[src/design/wake_detect_pkg.sv]
package wake_detect_pkg;

	// ----------------------------------------------------------------
	// Channel counts
	// ----------------------------------------------------------------
	localparam int NUM_PIN = 4;
	localparam int NUM_PERIPH = 4;
	localparam int NUM_WAKE = NUM_PIN + NUM_PERIPH;
	localparam int CH_PER_REG = 4;

	// ----------------------------------------------------------------
	// Register offsets (byte addresses)
	// ----------------------------------------------------------------
	localparam int ADDR_W = 8;
	localparam logic [7:0] MODE_LO_OFS = 8'h00;
	localparam logic [7:0] MODE_HI_OFS = 8'h04;
	localparam logic [7:0] CLEAR_OFS = 8'h10;
	localparam logic [7:0] STATUS_OFS = 8'h14;
	localparam logic [7:0] MASK_OFS = 8'h18;
	localparam logic [7:0] REQ_OFS = 8'h1c;

	// ----------------------------------------------------------------
	// Per-channel byte of a mode register
	// ----------------------------------------------------------------
	localparam int FIELD_W = 8;
	localparam int EN_BIT = 0;
	localparam int SEL_LSB = 1;
	localparam int SEL_W = 2;
	localparam int CLR_IDX_W = 3;

	// Active level codes; peripheral channels use bit 0 only
	localparam logic [1:0] LVL_LOW = 2'h0;
	localparam logic [1:0] LVL_HIGH = 2'h1;
	localparam logic [1:0] LVL_FALL = 2'h2;
	localparam logic [1:0] LVL_RISE = 2'h3;

	// ----------------------------------------------------------------
	// Reset values
	// ----------------------------------------------------------------
	localparam logic [7:0] MODE_RST = 8'h00;
	localparam logic [7:0] MASK_RST = 8'h00;
	localparam logic [31:0] RDATA_RST = 32'h0000_0000;

	// ----------------------------------------------------------------
	// Forwarded source numbering
	// ----------------------------------------------------------------
	localparam int FWD_FIRST = 43;
	localparam int FWD_LAST = 99;
	localparam int FWD_W = FWD_LAST - FWD_FIRST + 1;
	localparam int MATCH_FIRST = 43;
	localparam int NUM_MATCH = 13;
	localparam int CAP_A_FIRST = 74;
	localparam int NUM_CAP_A = 4;
	localparam int CAP_B_FIRST = 80;
	localparam int NUM_CAP_B = 8;
	localparam int NUM_CAP = NUM_CAP_A + NUM_CAP_B;
	localparam int CONV_SRC = 58;
	localparam int SERIAL_SRC = 59;
	localparam int DMA_ERR_SRC = 98;
	localparam int DMA_DONE_SRC = 99;

	// Bus answer state
	typedef enum logic {BUS_IDLE, BUS_ANSWER} bus_state_t;

endpackage : wake_detect_pkg

[src/design/standby_wake_interrupt_detect.sv]
// The implementer's own choices: the placing of the registers and the Avalon-MM slave port.
`timescale 1ns/1ps
`default_nettype none
module standby_wake_interrupt_detect
	import wake_detect_pkg::*;
(
	// Clock and reset
	input wire logic mclk_i,
	input wire logic sys_rst_i,
	// Avalon-MM slave
	input wire logic [ADDR_W-1:0] address_i,
	input wire logic read_i,
	input wire logic write_i,
	input wire logic [31:0] writedata_i,
	input wire logic [3:0] byteenable_i,
	output logic [31:0] readdata_o,
	output logic waitrequest_o,
	// Wake sources
	input wire logic [NUM_PIN-1:0] pin_in_i,
	input wire logic [NUM_PIN-1:0] pin_in_en_i,
	input wire logic [NUM_PERIPH-1:0] periph_wake_i,
	// Direct peripheral requests
	input wire logic [NUM_MATCH-1:0] timer_match_irq_i,
	input wire logic [NUM_CAP-1:0] timer_capture_irq_i,
	input wire logic converter_done_irq_i,
	input wire logic sync_serial_irq_i,
	input wire logic dma_error_irq_i,
	input wire logic dma_done_irq_i,
	// Lines to processor interrupt controller
	output logic [NUM_WAKE-1:0] wake_line_o,
	output logic [FWD_W-1:0] fwd_irq_o,
	output logic standby_release_o,
	// Block interrupt
	output logic irq_o
);

	// ----------------------------------------------------------------
	// Declarations
	// ----------------------------------------------------------------
	bus_state_t bus_state;
	logic [FIELD_W-1:0] wake_mode_control_reg [NUM_WAKE];
	logic [NUM_WAKE-1:0] wake_source_enable;
	logic [SEL_W-1:0] wake_active_level_sel [NUM_WAKE];
	logic [NUM_WAKE-1:0] src_sig;
	logic [NUM_WAKE-1:0] raw_line;
	logic [NUM_WAKE-1:0] det_req;
	logic [NUM_WAKE-1:0] req_q;
	logic [NUM_WAKE-1:0] clear_hit;
	logic [NUM_WAKE-1:0] status;
	logic [NUM_WAKE-1:0] mask;
	logic [NUM_WAKE-1:0] next_status;
	logic [FWD_W-1:0] next_fwd;
	logic accept;
	logic wr_acc;
	logic rd_acc;
	logic status_rd;
	logic mask_wr;
	logic clear_wr;
	logic [31:0] next_rdata;
	logic [31:0] mode_lo_word;
	logic [31:0] mode_hi_word;

	// ----------------------------------------------------------------
	// Bus handshake
	// ----------------------------------------------------------------
	// Request answered one cycle after it is seen
	always_ff @(posedge mclk_i) begin
		if (sys_rst_i) begin
			bus_state <= BUS_IDLE;
			waitrequest_o <= 1'b1;
		end else begin
			case (bus_state)
				BUS_IDLE: begin
					if (read_i || write_i) begin
						bus_state <= BUS_ANSWER;
						waitrequest_o <= 1'b0;
					end
				end
				BUS_ANSWER: begin
					bus_state <= BUS_IDLE;
					waitrequest_o <= 1'b1;
				end
				default: begin
					bus_state <= BUS_IDLE;
					waitrequest_o <= 1'b1;
				end
			endcase
		end
	end

	assign accept = (bus_state == BUS_ANSWER) && !waitrequest_o;
	assign wr_acc = accept && write_i;
	assign rd_acc = accept && read_i;
	assign status_rd = rd_acc && (address_i == STATUS_OFS);
	assign mask_wr = wr_acc && (address_i == MASK_OFS) && byteenable_i[0];
	assign clear_wr = wr_acc && (address_i == CLEAR_OFS) && byteenable_i[0];

	// ----------------------------------------------------------------
	// Per-channel configuration and detection
	// ----------------------------------------------------------------
	genvar ch;
	generate
		for (ch = 0; ch < NUM_WAKE; ch++) begin : g_ch
			localparam bit CH_IS_PIN = (ch < NUM_PIN);
			localparam logic [7:0] CH_OFS = (ch < CH_PER_REG) ? MODE_LO_OFS : MODE_HI_OFS;
			localparam int CH_BYTE = ch % CH_PER_REG;

			// Mode byte, written through its byte lane
			always_ff @(posedge mclk_i) begin
				if (sys_rst_i) begin
					wake_mode_control_reg[ch] <= MODE_RST;
				end else if (wr_acc && address_i == CH_OFS && byteenable_i[CH_BYTE]) begin
					wake_mode_control_reg[ch] <= writedata_i[CH_BYTE*FIELD_W +: FIELD_W];
				end
			end

			assign wake_source_enable[ch] = wake_mode_control_reg[ch][EN_BIT];
			assign wake_active_level_sel[ch] = wake_mode_control_reg[ch][SEL_LSB +: SEL_W];
			assign clear_hit[ch] = clear_wr && (writedata_i[CLR_IDX_W-1:0] == CLR_IDX_W'(ch));

			// Disabled pin buffer forces a high input
			if (CH_IS_PIN) begin : g_pin
				assign src_sig[ch] = pin_in_en_i[ch] ? pin_in_i[ch] : 1'b1;
			end else begin : g_per
				assign src_sig[ch] = periph_wake_i[ch-NUM_PIN];
			end

			wake_detector #(
				.IS_PIN(CH_IS_PIN)
			) u_det (
				.mclk_i(mclk_i),
				.sys_rst_i(sys_rst_i),
				.sig_i(src_sig[ch]),
				.enable_i(wake_source_enable[ch]),
				.level_sel_i(wake_active_level_sel[ch]),
				.clear_i(clear_hit[ch]),
				.req_o(det_req[ch])
			);

			// Enabled: detector result; else raw source passes through
			assign raw_line[ch] = wake_source_enable[ch] ? det_req[ch] : src_sig[ch];
		end
	endgenerate

	// ----------------------------------------------------------------
	// Lines to the processor
	// ----------------------------------------------------------------
	// Wake lines and standby release summary
	always_ff @(posedge mclk_i) begin
		if (sys_rst_i) begin
			wake_line_o <= '0;
			standby_release_o <= 1'b0;
			req_q <= '0;
		end else begin
			wake_line_o <= raw_line;
			standby_release_o <= |(det_req & wake_source_enable);
			req_q <= det_req;
		end
	end

	// Map direct requests onto source numbers
	always_comb begin
		next_fwd = '0;
		for (int i = 0; i < NUM_MATCH; i++) begin
			next_fwd[MATCH_FIRST - FWD_FIRST + i] = timer_match_irq_i[i];
		end
		for (int i = 0; i < NUM_CAP_A; i++) begin
			next_fwd[CAP_A_FIRST - FWD_FIRST + i] = timer_capture_irq_i[i];
		end
		for (int i = 0; i < NUM_CAP_B; i++) begin
			next_fwd[CAP_B_FIRST - FWD_FIRST + i] = timer_capture_irq_i[NUM_CAP_A + i];
		end
		next_fwd[CONV_SRC - FWD_FIRST] = converter_done_irq_i;
		next_fwd[SERIAL_SRC - FWD_FIRST] = sync_serial_irq_i;
		next_fwd[DMA_ERR_SRC - FWD_FIRST] = dma_error_irq_i;
		next_fwd[DMA_DONE_SRC - FWD_FIRST] = dma_done_irq_i;
	end

	// Forwarded lines, active high while requesting
	always_ff @(posedge mclk_i) begin
		if (sys_rst_i) begin
			fwd_irq_o <= '0;
		end else begin
			fwd_irq_o <= next_fwd;
		end
	end

	// ----------------------------------------------------------------
	// Event status, mask and interrupt
	// ----------------------------------------------------------------
	// Read clears only reported bits; set beats read-clear
	assign next_status = (status & ~(readdata_o[NUM_WAKE-1:0] & {NUM_WAKE{status_rd}})) | (det_req & ~req_q);

	always_ff @(posedge mclk_i) begin
		if (sys_rst_i) begin
			status <= '0;
		end else begin
			status <= next_status;
		end
	end

	// Mask register
	always_ff @(posedge mclk_i) begin
		if (sys_rst_i) begin
			mask <= MASK_RST;
		end else if (mask_wr) begin
			mask <= writedata_i[NUM_WAKE-1:0];
		end
	end

	// Level interrupt output
	always_ff @(posedge mclk_i) begin
		if (sys_rst_i) begin
			irq_o <= 1'b0;
		end else begin
			irq_o <= |(next_status & mask);
		end
	end

	// ----------------------------------------------------------------
	// Read data
	// ----------------------------------------------------------------
	// Gather mode bytes into words
	always_comb begin
		mode_lo_word = '0;
		mode_hi_word = '0;
		for (int i = 0; i < NUM_WAKE; i++) begin
			if (i < CH_PER_REG) begin
				mode_lo_word[i*FIELD_W +: FIELD_W] = wake_mode_control_reg[i];
			end else begin
				mode_hi_word[(i-CH_PER_REG)*FIELD_W +: FIELD_W] = wake_mode_control_reg[i];
			end
		end
	end

	// Address decode; unmapped reads zero
	always_comb begin
		next_rdata = '0;
		case (address_i)
			MODE_LO_OFS: begin
				next_rdata = mode_lo_word;
			end
			MODE_HI_OFS: begin
				next_rdata = mode_hi_word;
			end
			STATUS_OFS: begin
				next_rdata[NUM_WAKE-1:0] = status;
			end
			MASK_OFS: begin
				next_rdata[NUM_WAKE-1:0] = mask;
			end
			REQ_OFS: begin
				next_rdata[NUM_WAKE-1:0] = det_req;
			end
			default: begin
				next_rdata = '0;
			end
		endcase
	end

	// Data captured when the request is first seen
	always_ff @(posedge mclk_i) begin
		if (sys_rst_i) begin
			readdata_o <= RDATA_RST;
		end else if (bus_state == BUS_IDLE && read_i) begin
			readdata_o <= next_rdata;
		end
	end

endmodule : standby_wake_interrupt_detect
`default_nettype wire

[src/design/wake_detector.sv]
`timescale 1ns/1ps
`default_nettype none
module wake_detector
	import wake_detect_pkg::*;
#(
	parameter bit IS_PIN = 1'b1
) (
	// Clock and reset
	input wire logic mclk_i,
	input wire logic sys_rst_i,
	// Source and configuration
	input wire logic sig_i,
	input wire logic enable_i,
	input wire logic [SEL_W-1:0] level_sel_i,
	input wire logic clear_i,
	// Detected request
	output logic req_o
);

	logic prev;
	logic rise;
	logic fall;
	logic edge_hit;
	logic next_req;

	// Previous sample for edge detection
	always_ff @(posedge mclk_i) begin
		if (sys_rst_i) begin
			prev <= 1'b0;
		end else begin
			prev <= sig_i;
		end
	end

	assign rise = sig_i & ~prev;
	assign fall = ~sig_i & prev;
	// Peripheral: only edges; bit 0 picks the edge
	assign edge_hit = level_sel_i[0] ? rise : fall;

	// Level follows input, edge latches until cleared
	always_comb begin
		next_req = 1'b0;
		if (enable_i) begin
			if (IS_PIN && !level_sel_i[1]) begin
				next_req = level_sel_i[0] ? sig_i : ~sig_i;
			end else begin
				next_req = (req_o & ~clear_i) | edge_hit;
			end
		end
	end

	// Request flop, high while requesting
	always_ff @(posedge mclk_i) begin
		if (sys_rst_i) begin
			req_o <= 1'b0;
		end else begin
			req_o <= next_req;
		end
	end

endmodule : wake_detector
`default_nettype wire

[config.mk]
export PLATFORM = sky130hd
export DESIGN_NAME = standby_wake_interrupt_detect
export DESIGN_NICKNAME = d
export VERILOG_FILES = /design/src/design/wake_detect_pkg.sv /design/src/design/standby_wake_interrupt_detect.sv /design/src/design/wake_detector.sv
export SDC_FILE = /design/constraint.sdc
export NUM_CORES = 1
export LEC_CHECK = 0
export ABC_AREA = 1
export BUFFER_PORTS_ARGS = -buffer_cell sky130_fd_sc_hd__buf_4
export CAP_MARGIN = 10
export CORE_ASPECT_RATIO = 0.7
export CORE_MARGIN = 4
export CORE_UTILIZATION = 29
export CTS_CLUSTER_DIAMETER = 100
export CTS_CLUSTER_SIZE = 28
export DETAILED_ROUTE_END_ITERATION = 8
export PLACE_DENSITY = 0.55
export SYNTH_ARGS = -nofsm -noshare
export SYNTH_HDL_FRONTEND = slang
export SYNTH_SLANG_ARGS = --single-unit
export TNS_END_PERCENT = 100
[constraint.sdc]
create_clock -name mclk_i -period 2.5 [get_ports mclk_i]
set_input_delay 0.5 -clock mclk_i [delete_from_list [all_inputs] [get_ports mclk_i]]
set_output_delay 0.5 -clock mclk_i [all_outputs]
set_load 0.01 [all_outputs]
Word level (Yosys, flattened, before mapping) --
Memory sizes are Yosys's and may differ from the RTL's. Cells that the tools add are included.
Word-level totals: register bits 141, RAM bits 64, bits of input ports 89, output and inout bits 100, memories kept 1
Cells by class: equal/unequal tests 13, mux-type cells 68, bitwise logic cells 81, reductions and logical operators 41
Memories:
- wake_mode_control_reg | words 8, width 8, read ports 8, clocked after Yosys merged registers in 0, write ports 8, line standby_wake_interrupt_detect.sv:41 | logic [FIELD_W-1:0] wake_mode_control_reg [NUM_WAKE];
Operators by type and width (number):
- 2-to-1 mux 8 bit | 8
- 2-to-1 mux 1 bit | 56
- one-hot mux 24 bit (2 select lines) | 1
- bitwise AND 8 bit | 5
- one-hot mux 8 bit (5 select lines) | 1
- NOT 1 bit | 33
- == test 8 x 5 -> 1 bit, second input constant | 4
- logical AND 1 bit | 27
- bitwise AND 1 bit | 24
- NOT 8 bit | 2
- bitwise OR 1 bit | 16
- OR reduction 2 bit | 8
- OR reduction 8 bit | 2
- == test 3 bit, second input constant | 4
- == test 8 x 3 -> 1 bit, second input constant | 1
- zero test 8 bit | 1
- bitwise OR 8 bit | 1
- == test 3 x 2 -> 1 bit, second input constant | 2
- one-hot mux 1 bit (2 select lines) | 2
- == test 3 x 1 -> 1 bit, second input constant | 1
- zero test 3 bit | 1
- inequality test 2 bit, second input constant | 1
- zero test 1 bit | 1
- logical OR 1 bit | 1

Longest topological paths before layout --
depth in word-level cells 10, mapped depth 12, gate-level depth less buffers 12

Cells and area by module --
From an unflattened synthesis, not the netlist that was laid out.
Second synthesis, totals: cells, all modules 903, area total of the unflattened synthesis 7552.2 µm²
Modules (own cells, without submodules):
- standby_wake_interrupt_detect | times used 1, cells each 755, area each 6701.4 µm²
- wake_detector (g_ch[0].u_det ...) | times used 4, cells each 22, area each 120.1 µm²
- wake_detector (g_ch[4].u_det ...) | times used 4, cells each 15, area each 92.6 µm²

Worst setup path before layout --
Ideal clock, no wire load.
path type input port to flip-flop, start input port address_i[6], end memory wake_mode_control_reg[5][2] (netlist: wake_mode_control_reg[1][10]) (enable), setup time 384 ps, arrival 1781 ps, slack 335 ps, stages 9, buffers on the path 0, cell sequence inv_1 -> nand2_1 -> inv_1 -> nand2_2 -> inv_1 -> nand2_4 -> nor2_4 -> inv_2 -> o21ai_0
RTL lines:
- from (decl) | line standby_wake_interrupt_detect.sv:11 | input wire logic [ADDR_W-1:0] address_i,
- to (decl) | line standby_wake_interrupt_detect.sv:41

==> load_flow_metrics.sql <==
INSERT INTO impl_metrics (metric_group, metric, value, unit) VALUES
('clock_network', 'worst_setup_hold_path_clk_slew', '70', 'ps'),
('final_layout', 'final_cell_mix', 'sky130_fd_sc_hd__buf_4 (180), sky130_fd_sc_hd__inv_1 (143), sky130_fd_sc_hd__nor2_1 (143)', ''),
('setup_path', 'cp_cell_sequence', 'nand3_1 > nor2_4 > inv_2 > o21ai_0 > buf_4', ''),
('setup_path', 'reg2reg_depth', '5', ''),
('floorplan', 'die_height', '142', 'um'),
('setup_path', 'startpoint_type', 'register', ''),
('final_layout', 'final_common_cell', 'sky130_fd_sc_hd__buf_4', ''),
('drt', 'via_per_inst', '4.37', ''),
('clock_network', 'clock_sink_count', '177', ''),
('clock_network', 'htreeDepth', '4', ''),
('synth', 'postSynthCellCount', '853', ''),
('pwr', 'netSwitchingFraction', '0.252', ''),
('pwr', 'seqPwrFrac', '0.497', ''),
('job', 'max-cap-violations', '0', ''),
('clock_network', 'ctsResizeCount', '0', ''),
('synth', 'ys_async_sr_fraction', '0', ''),
('setup_path', 'cp_data_arrival_time', '2140', 'ps'),
('clock_network', 'cts_inserted_buffers', '17', ''),
('floorplan', 'row_count', '48', ''),
('clock_network', 'buffer_cell_driving_the_clock_tree_root', 'sky130_fd_sc_hd__clkbuf_16', ''),
('setup_path', 'crit_path_start', 'bus_state$_SDFF_PP0_', ''),
('setup_path', 'criticalPathCategory', 'register to register', ''),
('drt', 'wire_per_inst', '15.4', 'um'),
('synth', 'synth_enable_flop_cells', '64', ''),
('global_route', 'grt_pass1_wl', '32600', 'um'),
('global_route', 'initial_antenna_violation_count', '1', ''),
('pwr', 'power.density', '667', 'nW/um^2'),
('drt', 'route.final.wire_length', '21000', 'um'),
('clock_network', 'holdBufCountCts', '0', ''),
('clock_network', 'cts_tree', 'built', ''),
('setup_path', 'crit_cells', '5', ''),
('pwr', 'power.static_leakage', '4.48', 'nW'),
('setup_path', 'critPathCaptureType', 'register', ''),
('pwr', 'worst_ir_drop_vdd', '494', 'uV'),
('synth', 'synthesis.yosys.warnings', '0', ''),
('drt', 'detail_route.iter0.violations', '405', ''),
('placement', 'post-place-ws', '201', 'ps'),
('placement', 'detailedPlacementHpwl', '15600', 'um'),
('final_layout', 'layout.cell_area.non_filler', '9550', 'um^2'),
('hold_path', 'timing.hold.worst.class', 'input pin to register', ''),
('setup_path', 'worstPathBufferInverterCount', '2', ''),
('drt', 'drt_pass_1_iters', '5', ''),
('final_layout', 'final_nets', '1114', ''),
('setup_path', 'slowest_stage', 'sky130_fd_sc_hd__dfxtp_1', ''),
('timing', 'slew_headroom', '0.653', ''),
('global_route', 'maximum_number_of_pins_on_one_net_before_global_route_repair', '40', ''),
('setup_path', 'worst_ep_required_time', '2650', 'ps'),
('pwr', 'clock_network_power_share', '0.408', ''),
('synth', 'postSynthAreaPerCell', '8.73', 'um^2'),
('clock_network', 'cts_setup_buffers', '0', ''),
('final_layout', 'drive_above_1_share', '0.247', ''),
('pwr', 'power.net_switching', '1.61', 'mW'),
('setup_path', 'regToRegStartpoint', 'bus_state$_SDFF_PP0_', ''),
('drt', 'route.antenna.remaining_nets', '0', ''),
('synth', 'ys_dominant_reg_cell', 'sky130_fd_sc_hd__dfxtp_1', ''),
('floorplan', 'initial_cell_density_of_the_core', '0.298', ''),
('placement', 'place_congestion', '0.803', ''),
('global_route', 'first_global_vias', '5861', ''),
('timing', 'finalCritPeriodShare', '0.795', ''),
('timing', 'setup_viol', '0', ''),
('floorplan', 'core_area', '25000', 'um^2'),
('floorplan', 'ios', '189', ''),
('setup_path', 'worst_path_dominant_cell_family', 'simple AND/OR/NAND/NOR gates', ''),
('pwr', 'internal-power', '4.76', 'mW'),
('final_layout', 'largest_register_ff_count', '64', ''),
('drt', 'via_count', '5954', ''),
('timing', 'setup-tns-final', '0', 'ps'),
('clock_network', 'clock_latency', '440', 'ps'),
('outcome', 'outcome', 'complete, no violations', ''),
('synth', 'synth_seq_area_share', '0.562', ''),
('timing', 'clock.fmax', '503', 'MHz');
[worst min-delay path by stage]
stage,from,endpoint,slack [ps],cells after the start
after global routing,timer_capture_irq_i[7],fwd_irq_o[40]$_SDFF_PP0_,240,3
final,timer_capture_irq_i[7],fwd_irq_o[40]$_SDFF_PP0_,260,3
after global placement,wake_mode_control_reg[0][26]$_SDFFCE_PN0P_,g_ch[3].u_det.req_o$_SDFF_PP0_,460,1
after detailed placement,wake_mode_control_reg[0][26]$_SDFFCE_PN0P_,g_ch[3].u_det.req_o$_SDFF_PP0_,460,1
after CTS,timer_capture_irq_i[11],fwd_irq_o[44]$_SDFF_PP0_,240,3
after floorplan,wake_mode_control_reg[0][2]$_SDFFCE_PN0P_,g_ch[0].u_det.req_o$_SDFF_PP0_,440,1
[layer usage]
metal  part of all wire  global-route usage  vias to the layer above  wire length [um]
met5            0.00062                   0                        -                13
met4              0.013              0.0397                        2               274
met3              0.068              0.0388                       21              1440
met2               0.43               0.217                      179              9020
met1               0.49               0.220                     2737             10300
li1                   -                   -                     3015                 -
[area by class of cell]
| class | count | area, um^2 |
|---|---|---|
| Clock buffer | 21 | 472 |
| Clock inverter | 11 | 92.6 |
| Fill cell | 2624 | 15400 |
| Inverter | 149 | 562 |
| Multi-Input combinational cell | 499 | 2460 |
| Sequential cell | 177 | 4180 |
| Tap cell | 325 | 407 |
| Timing Repair Buffer | 181 | 1370 |
[worst register-to-register path, cell delays in order (launching register included)]
cell                      delay, ps
sky130_fd_sc_hd__dfxtp_1        450
sky130_fd_sc_hd__nand3_1        320
sky130_fd_sc_hd__nor2_4         280
sky130_fd_sc_hd__inv_2           70
sky130_fd_sc_hd__o21ai_0        340
sky130_fd_sc_hd__buf_4          240
[cells in the mapped netlist (9+ instances only)]
cell type                  instances  share of area
sky130_fd_sc_hd__buf_4            31          0.031
sky130_fd_sc_hd__edfxtp_1         64           0.26
sky130_fd_sc_hd__nand2_1         118          0.059
sky130_fd_sc_hd__o21ai_0          58          0.039
sky130_fd_sc_hd__clkbuf_1         15         0.0076
sky130_fd_sc_hd__dfxtp_1         113           0.30
sky130_fd_sc_hd__a31o_1           14          0.016
sky130_fd_sc_hd__nand3_1          18          0.012
sky130_fd_sc_hd__nand4_1           9         0.0076
sky130_fd_sc_hd__nor2_1          144          0.073
sky130_fd_sc_hd__a21oi_1          40          0.027
sky130_fd_sc_hd__inv_1           143          0.072
[metrics by stage]
step	util	hold slack (ps)	instances	total power, mW
global route	0.382	242	1363	6.66
detailed placement	0.360	461	1331	3.84
floorplan	-	441	880	3.53
CTS	0.382	244	1363	6.46
finish	0.382	263	1363	6.37
global placement	0.360	460	1331	3.83
[kinds of logic (layout without fill, tap and decap cells)]
kind of cell / Yosys count / count (layout) / synth area share
simple gates: 331 / 331 / 0.203
buf+inv: 204 / 362 / 0.122
flops: 177 / 177 / 0.562
compound gates: 136 / 136 / 0.106
mux: 4 / 4 / 0.00605
other cells: 1 / 28 / 0.000503
[power by group through the flow]
| stage | sequential (mW) | clock (mW) | combinational, mW |
|---|---|---|---|
| 2_1_floorplan | 3.24 | 0 | 0.288 |
| 3_5_place_dp | 3.23 | 0 | 0.613 |
| 6_report | 3.16 | 2.60 | 0.607 |
| 4_1_cts | 3.16 | 2.68 | 0.615 |
| 5_1_grt | 3.17 | 2.81 | 0.680 |
| 3_3_place_gp | 3.22 | 0 | 0.609 |
(Power assumes the default switching activity.)
